File: src/inc/tlic_regs.svh
// Constants of the two-level interrupt controller: bit positions, vectors.
// Assumes inclusion by the controller and the bench; no logic here.
`ifndef TLIC_REGS_SVH
`define TLIC_REGS_SVH
`define TLIC_NSRC        11
// Request flag positions in timer_ctrl_reg
`define TLIC_TC_EXT0     1
`define TLIC_TC_EXT1     3
`define TLIC_TC_TMR0     5
`define TLIC_TC_TMR1     7
// Serial flag in serial_ctrl_reg, watchdog flag in wdog_ctrl_reg
`define TLIC_SC_SERIAL   7
`define TLIC_WD_FLAG     3
// Enable bit positions (main and extra registers)
`define TLIC_IE_GLOBAL   7
`define TLIC_IE_SERIAL   6
`define TLIC_EIE_WDOG    5
// Vector addresses, in priority order
`define TLIC_VEC_EXT0    8'h03
`define TLIC_VEC_TMR0    8'h0B
`define TLIC_VEC_EXT1    8'h13
`define TLIC_VEC_TMR1    8'h1B
`define TLIC_VEC_SERIAL  8'h3B
`define TLIC_VEC_EXT2    8'h43
`define TLIC_VEC_EXT3    8'h4B
`define TLIC_VEC_CID     8'h53
`define TLIC_VEC_DIV     8'h5B
`define TLIC_VEC_COMP    8'h63
`define TLIC_VEC_WDOG    8'h6B
// Reset values
`define TLIC_RST_BYTE    8'h00
`define TLIC_RST_SRC     11'h000
`endif

File: src/inc/tlic_pkg.sv
// Types of the two-level interrupt controller.
// Assumes the constants header is compiled alongside.
package tlic_pkg;
  // Source index, priority order, 0 is highest
  typedef enum logic [3:0] {
    TLIC_S_EXT0, TLIC_S_TMR0, TLIC_S_EXT1, TLIC_S_TMR1, TLIC_S_SERIAL,
    TLIC_S_EXT2, TLIC_S_EXT3, TLIC_S_CID, TLIC_S_DIV, TLIC_S_COMP, TLIC_S_WDOG
  } tlic_src_type;
endpackage

File: src/tlic_ctrl.sv
// Two-level priority interrupt controller with flags, enables, vectoring.
// Assumes a CPU core that gives one-cycle machine-cycle strobes on CLK and
// peripheral event pulses on the same clock; pins are asynchronous.
`timescale 1ns/100ps
`include "tlic_regs.svh"

module tlic_ctrl (
  input  wire logic       CLK,                // 25 MHz system clock
  input  wire logic       NRST,               // Synchronous reset, low
  input  wire logic       MCYCLE,             // Machine cycle strobe
  input  wire logic       INSTR_LAST,         // Last cycle of instruction
  input  wire logic       INSTR_BLOCK,        // Writes enable/prio regs
  input  wire logic       RETI_EXEC,          // Return-from-interrupt
  input  wire logic       EXT_INT_PIN_ZERO,   // Async pins
  input  wire logic       EXT_INT_PIN_ONE,
  input  wire logic       EXT_INT_PIN_TWO,
  input  wire logic       EXT_INT_PIN_THREE,
  input  wire logic       EDGE_SELECT_ZERO,   // High selects edge
  input  wire logic       EDGE_SELECT_ONE,
  input  wire logic       TMR_OVF_ZERO,       // Overflow pulses
  input  wire logic       TMR_OVF_ONE,
  input  wire logic       SERIAL_EVENT,       // Rx or Tx event pulse
  input  wire logic       DIVIDER_OVF,
  input  wire logic       COMPARATOR_RESULT,  // Synchronous level
  input  wire logic [7:0] CALLER_ID_FLAGS,    // Source-held flags
  input  wire logic       WDOG_TIMEOUT,       // Time-out pulse
  input  wire logic [7:0] MAIN_ENABLE_REG,
  input  wire logic [7:0] EXTRA_ENABLE_REG,
  input  wire logic [7:0] MAIN_PRIO_REG,
  input  wire logic [7:0] EXTRA_PRIO_REG,
  input  wire logic       FLAG_CLR_WE,        // Software flag clear
  input  wire logic [10:0] FLAG_CLR_MASK,     // Bits to clear, by source
  output logic [7:0]      TIMER_CTRL_FLAGS,   // Flag bits only
  output logic [7:0]      SERIAL_CTRL_FLAGS,
  output logic [7:0]      EXT_FLAG_REG,
  output logic [7:0]      WDOG_CTRL_FLAGS,
  output logic            VEC_CALL,           // One-cycle vector call
  output logic [7:0]      VEC_ADDR,
  output logic [1:0]      IN_SERVICE          // [1] high, [0] low
);

  // Pin synchronisers, two stages each
  logic [3:0] pin_s1_q;
  logic [3:0] pin_s2_q;
  // Machine-cycle samples of synced pins
  logic [3:0] pin_samp_q;
  logic [10:0] flag_q;                        // Sticky flags
  logic [10:0] flag_d;
  logic        comp_prev_q;                   // Previous comparator
  logic [10:0] enab;                          // Per-source enables
  logic [10:0] prio;                          // Per-source priority
  logic [10:0] req;                           // Gated requests
  logic [10:0] req_hi;
  logic [10:0] req_lo;
  logic [10:0] win;                           // One-hot winner
  logic [10:0] svc_clr;                       // Hardware clears
  logic        take;
  logic        level0;
  logic        level1;
  logic [1:0]  insvc_q;
  logic        vcall_q;
  logic [7:0]  vaddr_q;

  // Two-stage synchronisers; reset to the idle high level of the pins,
  // so a strobe just after reset cannot see a false falling edge
  always_ff @(posedge CLK) begin
    if (!NRST) begin
      pin_s1_q <= 4'hF;
      pin_s2_q <= 4'hF;
    end else begin
      pin_s1_q <= {EXT_INT_PIN_THREE, EXT_INT_PIN_TWO, EXT_INT_PIN_ONE, EXT_INT_PIN_ZERO};
      pin_s2_q <= pin_s1_q;
    end
  end

  // Pins sampled once per machine cycle
  always_ff @(posedge CLK) begin
    if (!NRST) begin
      pin_samp_q <= 4'hF;                     // Idle high, no false edge
    end else if (MCYCLE) begin
      pin_samp_q <= pin_s2_q;
    end
  end

  // Comparator history
  always_ff @(posedge CLK) begin
    if (!NRST) begin
      comp_prev_q <= 1'b0;
    end else begin
      comp_prev_q <= COMPARATOR_RESULT;
    end
  end

  assign level0 = !EDGE_SELECT_ZERO;
  assign level1 = !EDGE_SELECT_ONE;

  // Enable map, priority mirrors it
  always_comb begin
    enab = {EXTRA_ENABLE_REG[`TLIC_EIE_WDOG:0],
            MAIN_ENABLE_REG[`TLIC_IE_SERIAL], MAIN_ENABLE_REG[3:0]};
    prio = {EXTRA_PRIO_REG[`TLIC_EIE_WDOG:0],
            MAIN_PRIO_REG[`TLIC_IE_SERIAL], MAIN_PRIO_REG[3:0]};
  end

  // Hardware clear on entry; level pins and caller-ID are not cleared
  always_comb begin
    svc_clr = take ? win : 11'h000;
    svc_clr[tlic_pkg::TLIC_S_EXT0] = svc_clr[tlic_pkg::TLIC_S_EXT0] & !level0;
    svc_clr[tlic_pkg::TLIC_S_EXT1] = svc_clr[tlic_pkg::TLIC_S_EXT1] & !level1;
    svc_clr[tlic_pkg::TLIC_S_CID]  = 1'b0;
  end

  // Flag next value: clear first, then sets win
  always_comb begin
    flag_d = flag_q & ~svc_clr;
    if (FLAG_CLR_WE) begin
      flag_d = flag_d & ~FLAG_CLR_MASK;
    end
    // Level mode tracks pin; edge mode catches high-then-low sample
    if (level0) begin
      flag_d[tlic_pkg::TLIC_S_EXT0] = !pin_samp_q[0];
    end else if (MCYCLE && pin_samp_q[0] && !pin_s2_q[0]) begin
      flag_d[tlic_pkg::TLIC_S_EXT0] = 1'b1;
    end
    if (level1) begin
      flag_d[tlic_pkg::TLIC_S_EXT1] = !pin_samp_q[1];
    end else if (MCYCLE && pin_samp_q[1] && !pin_s2_q[1]) begin
      flag_d[tlic_pkg::TLIC_S_EXT1] = 1'b1;
    end
    if (MCYCLE && pin_samp_q[2] && !pin_s2_q[2]) begin
      flag_d[tlic_pkg::TLIC_S_EXT2] = 1'b1;
    end
    if (MCYCLE && pin_samp_q[3] && !pin_s2_q[3]) begin
      flag_d[tlic_pkg::TLIC_S_EXT3] = 1'b1;
    end
    if (TMR_OVF_ZERO) begin
      flag_d[tlic_pkg::TLIC_S_TMR0] = 1'b1;
    end
    if (TMR_OVF_ONE) begin
      flag_d[tlic_pkg::TLIC_S_TMR1] = 1'b1;
    end
    if (SERIAL_EVENT) begin
      flag_d[tlic_pkg::TLIC_S_SERIAL] = 1'b1;
    end
    if (DIVIDER_OVF) begin
      flag_d[tlic_pkg::TLIC_S_DIV] = 1'b1;
    end
    if (COMPARATOR_RESULT && !comp_prev_q) begin
      flag_d[tlic_pkg::TLIC_S_COMP] = 1'b1;
    end
    if (WDOG_TIMEOUT) begin
      flag_d[tlic_pkg::TLIC_S_WDOG] = 1'b1;
    end
    // Summary follows the source flags; software clears them there
    flag_d[tlic_pkg::TLIC_S_CID] = |CALLER_ID_FLAGS;
  end

  // Flag register
  always_ff @(posedge CLK) begin
    if (!NRST) begin
      flag_q <= `TLIC_RST_SRC;
    end else begin
      flag_q <= flag_d;
    end
  end

  // Requests are recomputed live each cycle, never latched
  always_comb begin
    req = MAIN_ENABLE_REG[`TLIC_IE_GLOBAL] ? (flag_q & enab) : 11'h000;
    req_hi = req & prio;
    req_lo = req & ~prio;
  end

  // Fixed-order pick: lowest index wins within the chosen level
  always_comb begin
    logic [10:0] pool;
    pool = (|req_hi) ? req_hi : req_lo;
    win = pool & (~pool + 11'h001);
  end

  // Vector call only if nothing of equal or higher level is in service
  always_comb begin
    take = 1'b0;
    if (MCYCLE && INSTR_LAST && !INSTR_BLOCK && !RETI_EXEC) begin
      if (|req_hi) begin
        take = !insvc_q[1];
      end else if (|req_lo) begin
        take = !insvc_q[1] && !insvc_q[0];
      end
    end
  end

  // In-service levels; only return-from-interrupt retires one
  always_ff @(posedge CLK) begin
    if (!NRST) begin
      insvc_q <= 2'b00;
    end else if (take) begin
      if (|req_hi) begin
        insvc_q[1] <= 1'b1;
      end else begin
        insvc_q[0] <= 1'b1;
      end
    end else if (RETI_EXEC) begin
      if (insvc_q[1]) begin
        insvc_q[1] <= 1'b0;
      end else begin
        insvc_q[0] <= 1'b0;
      end
    end
  end

  // Vector encode, one-hot winner to address
  always_ff @(posedge CLK) begin
    if (!NRST) begin
      vcall_q <= 1'b0;
      vaddr_q <= `TLIC_RST_BYTE;
    end else begin
      vcall_q <= take;
      if (take) begin
        case (1'b1)
          win[0]:  vaddr_q <= `TLIC_VEC_EXT0;
          win[1]:  vaddr_q <= `TLIC_VEC_TMR0;
          win[2]:  vaddr_q <= `TLIC_VEC_EXT1;
          win[3]:  vaddr_q <= `TLIC_VEC_TMR1;
          win[4]:  vaddr_q <= `TLIC_VEC_SERIAL;
          win[5]:  vaddr_q <= `TLIC_VEC_EXT2;
          win[6]:  vaddr_q <= `TLIC_VEC_EXT3;
          win[7]:  vaddr_q <= `TLIC_VEC_CID;
          win[8]:  vaddr_q <= `TLIC_VEC_DIV;
          win[9]:  vaddr_q <= `TLIC_VEC_COMP;
          win[10]: vaddr_q <= `TLIC_VEC_WDOG;
          default: vaddr_q <= vaddr_q;
        endcase
      end
    end
  end

  // Status register images, flags at their bit positions
  always_ff @(posedge CLK) begin
    if (!NRST) begin
      TIMER_CTRL_FLAGS  <= `TLIC_RST_BYTE;
      SERIAL_CTRL_FLAGS <= `TLIC_RST_BYTE;
      EXT_FLAG_REG      <= `TLIC_RST_BYTE;
      WDOG_CTRL_FLAGS   <= `TLIC_RST_BYTE;
    end else begin
      TIMER_CTRL_FLAGS  <= {flag_d[3], 1'b0, flag_d[1], 1'b0,
                            flag_d[2], 1'b0, flag_d[0], 1'b0};
      SERIAL_CTRL_FLAGS <= {flag_d[4], 7'h00};
      EXT_FLAG_REG      <= {3'h0, flag_d[9:5]};
      WDOG_CTRL_FLAGS   <= {4'h0, flag_d[10], 3'h0};
    end
  end

  assign VEC_CALL   = vcall_q;
  assign VEC_ADDR   = vaddr_q;
  assign IN_SERVICE = insvc_q;

  // Checks
  hi_block_a: assert property (@(posedge CLK) disable iff (!NRST)
    insvc_q[1] |-> !take) else $error("call while high in service");
  gate_off_a: assert property (@(posedge CLK) disable iff (!NRST)
    !MAIN_ENABLE_REG[7] |-> !take) else $error("call with global off");
  call_cond_a: assert property (@(posedge CLK) disable iff (!NRST)
    take |-> MCYCLE && INSTR_LAST && !RETI_EXEC && !INSTR_BLOCK)
    else $error("call outside allowed cycle");
  call_out_a: assert property (@(posedge CLK) disable iff (!NRST)
    take |=> VEC_CALL && VEC_ADDR[2:0] == 3'h3) else $error("vector not issued");
  edge_clr_a: assert property (@(posedge CLK) disable iff (!NRST)
    take && win[1] |=> !flag_q[1] || $past(TMR_OVF_ZERO))
    else $error("timer flag kept on entry");
  level_keep_a: assert property (@(posedge CLK) disable iff (!NRST)
    take && win[0] && level0 && !pin_samp_q[0] && !FLAG_CLR_WE |=> flag_q[0])
    else $error("level flag cleared");
  cmp_rise_a: assert property (@(posedge CLK) disable iff (!NRST)
    $rose(COMPARATOR_RESULT) |=> flag_q[9]) else $error("comparator edge lost");
  cid_or_a: assert property (@(posedge CLK) disable iff (!NRST)
    (|CALLER_ID_FLAGS) |=> flag_q[7]) else $error("caller-ID summary wrong");
  hi_call_c: cover property (@(posedge CLK) take && (|req_hi));
  lo_call_c: cover property (@(posedge CLK) take && !(|req_hi));
  nest_c: cover property (@(posedge CLK) insvc_q == 2'b11);

endmodule // tlic_ctrl

File: config.mk
export PLATFORM = sky130hd
export DESIGN_NAME = tlic_ctrl
export DESIGN_NICKNAME = d
export VERILOG_FILES = /design/src/inc/tlic_pkg.sv /design/src/tlic_ctrl.sv
export VERILOG_INCLUDE_DIRS = /design/src /design/src/inc
export SDC_FILE = /design/constraint.sdc
export NUM_CORES = 1
export LEC_CHECK = 0
export BUFFER_PORTS_ARGS = -buffer_cell sky130_fd_sc_hd__buf_2
export CAP_MARGIN = 5
export CORE_MARGIN = 1
export CORE_UTILIZATION = 40
export CTS_CLUSTER_DIAMETER = 40
export DETAILED_ROUTE_END_ITERATION = 7
export GPL_TIMING_DRIVEN = 0
export PLACE_DENSITY = 0.74
export REMOVE_ABC_BUFFERS = 1
export SLEW_MARGIN = 20
export SYNTH_ARGS = -nofsm -noshare
export SYNTH_HDL_FRONTEND = slang
export SYNTH_SLANG_ARGS = --single-unit
File: constraint.sdc
create_clock -name CLK -period 2.49 [get_ports CLK]
set_clock_uncertainty 0.05 [all_clocks]
set_input_delay 0.3735 -clock CLK [delete_from_list [all_inputs] [get_ports CLK]]
set_output_delay 0.3735 -clock CLK [all_outputs]
set_load 0.02 [all_outputs]
==> results.sh <==
export IMPL_clock_latency_ns=0.29
export IMPL_start_util_pct=41.7
export IMPL_end_kind="flip-flop"
export IMPL_yosys_register_bits=32
export IMPL_cts_resized=0
export IMPL_power_density_nw_per_um2=509
export IMPL_area_growth_pct=22.8
export IMPL_final_antenna_net_count=0
export IMPL_htree_levels=2
export IMPL_cp_arrival_ns=2.44
export IMPL_path_clk_slew_ns=0.07
export IMPL_design_core_area_um2=4720
export IMPL_netlist_area_um2=1970
export IMPL_setup_worst_path_start_class="primary input"
export IMPL_drv_cap=0
export IMPL_grt_pass1_wl_um=8250
export IMPL_diodes=0
export IMPL_gp_congestion=0.877
export IMPL_setup_viol=0
export IMPL_holdCritPathClass="primary input to flip-flop"
export IMPL_synth_async_reset_ratio_pct=0
export IMPL_grt_usage_pct=20.7
export IMPL_cp_data_required_time_ns=2.63
export IMPL_reg2reg_depth=7
export IMPL_num_rows=25
export IMPL_holdPathStages=2
export IMPL_irDropWorstVdd_v=0.000347
export IMPL_final_min_clock_period_ns=2.31
export IMPL_ctsHoldBuffers=0
export IMPL_layout_common_cells="78 x buf_2, 32 x dfxtp_1, 24 x nand2_1"
export IMPL_grt_pass1_vias=1741
export IMPL_max_freq_ghz=0.433
export IMPL_dr_wl_met2_um=2390
export IMPL_path_class="primary input to flip-flop"
export IMPL_fillCellCount=471
export IMPL_die_area_um2=5210
export IMPL_vias=1964
export IMPL_io_buffers=79
export IMPL_wl_met1_um=2340
export IMPL_dpl_hpwl_um=4030
export IMPL_drc=0
export IMPL_synth_edf_count=0
export IMPL_yosysUniqueCellTypes=61
export IMPL_layout_nets=387
export IMPL_status="finished clean"
export IMPL_antenna_found_initial=0
export IMPL_root_buffer="clkbuf_8"
export IMPL_cts_made_buffers=5
export IMPL_synth_avg_cell_area_um2=8.22
export IMPL_hold_ws_ns=0.216
export IMPL_ys_flop_type="dfxtp_1"
export IMPL_grt_start_max_net_pins=28
export IMPL_layout_drive_gt1_share_pct=33.0
export IMPL_die_h_um=72.2
export IMPL_totalWireLength_um=5200
export IMPL_ys_seq_area_share_pct=32.5
export IMPL_syn_inst=240
export IMPL_grt_overflow_total=0
export IMPL_cts_setup_buffers=0
export IMPL_tritoncts="built"
export IMPL_die_x_um=72.2
export IMPL_worstPathMaxFanout=22
export IMPL_met3_length_um=411
export IMPL_io_pins=113
export IMPL_fin_util_pct=51.3
export IMPL_layout_commonest_cell="buf_2"
export IMPL_top_layer="met4"
export IMPL_finalHoldViolations=0
export IMPL_yosysWarnings=0
export IMPL_routedWlPerCell_um=13.5
export IMPL_finalMaxSlewViolations=0
export IMPL_viasPerCell=5.10
export IMPL_cts_path_max_buffers=2
export IMPL_grt_setup_unrepaired="false"
export IMPL_cts_sinks=32
export IMPL_drtIter0Drc=111
export IMPL_firstDrtPassIters=5
export IMPL_total_leakage_power_nw=1.14
export IMPL_finalCritPeriodShare_pct=92.8
==> final timing paths <==
kind	from	end	slack (ns)
hold / removal	EXT_INT_PIN_TWO	pin_s1_q[2]$_SDFF_PN1_	0.22
hold reg to reg	pin_s1_q[3]$_SDFF_PN1_	pin_s2_q[3]$_SDFF_PN1_	0.36
setup / recovery	MAIN_ENABLE_REG[7]	VEC_ADDR[3]$_SDFFE_PN0P_	0.18
setup reg to reg	flag_q[10]$_SDFF_PN0_	VEC_ADDR[3]$_SDFFE_PN0P_	0.21
==> synthesized netlist by cell type, types with 5 or more instances <==
cell / count / area, µm²
inv_1: 6 / 22.5
dfxtp_1: 32 / 641
nor3_1: 5 / 25.0
nor2_1: 19 / 71.3
buf_4: 24 / 180
clkbuf_1: 5 / 18.8
nand2_1: 24 / 90.1
nand2b_1: 8 / 50.1
nand3_1: 9 / 45.0
o21ai_0: 9 / 45.0
a31oi_1: 8 / 50.1
a21oi_1: 8 / 40.0
nand4_1: 6 / 37.5
and3_1: 7 / 43.8
==> power breakdown <==
part	switching, mW	internal (mW)	total (mW)
registers	0.0140	0.534	0.548
clock network	0.206	0.225	0.430
logic	0.161	0.0926	0.254
total	0.381	0.851	1.23
==> logic make-up after synthesis <==
| kind of cell | Yosys count | share of synthesized area [%] |
|---|---|---|
| simple gates | 106 | 30.1 |
| compound gates | 61 | 24.0 |
| buf+inv | 38 | 12.2 |
| flops | 32 | 32.5 |
| mux | 2 | 1.02 |
| other cells | 1 | 0.190 |
==> per-stage QoR <==
| stage | total power, mW | instance area (µm²) | std cells | TNS [ns] | worst slack (ns) |
|---|---|---|---|---|---|
| detailed placement | 0.810 | 2320 | 377 | -0.903 | -0.162 |
| global placement | 0.808 | 2320 | 377 | -1.02 | -0.177 |
| floorplan | 0.702 | 1840 | 231 | 0 | 0.371 |
| finish | 1.23 | 2420 | 385 | 0 | 0.180 |
| CTS | 1.24 | 2410 | 385 | 0 | 0.130 |
| global route | 1.29 | 2420 | 385 | 0 | 0.109 |
==> area by class of cell <==
class | count | area, µm² | share of cell area [%]
well taps | 67 | 83.8 | 3.46
repair buffers | 79 | 398 | 16.4
inverters | 7 | 26.3 | 1.09
clock buffers | 7 | 86.3 | 3.57
flip-flops and latches | 32 | 641 | 26.5
clock inverters | 1 | 7.51 | 0.310
multi-input cells | 192 | 1180 | 48.7
==> critical path, stage by stage <==
cell	delay, ns
clkbuf_4	0.22
and3_1	0.24
a22o_4	0.28
or3_4	0.38
nor2_2	0.29
o21bai_1	0.18
or2_0	0.23
a41o_1	0.24
==> flip-flops by register name, summed over array words and instances, names as in the netlist <==
name         cells
flag_q          11
VEC_ADDR         5
pin_s1_q         4
pin_s2_q         4
pin_samp_q       4
IN_SERVICE       2
VEC_CALL         1
comp_prev_q      1
==> metal layers <==
metal  vias up  track usage [%]
met5         -                0
met4         0             6.10
met3         7             4.03
met2        89             33.2
met1       886             28.1
li1        982                -
Note: power is estimated with default switching activity, not from simulation.
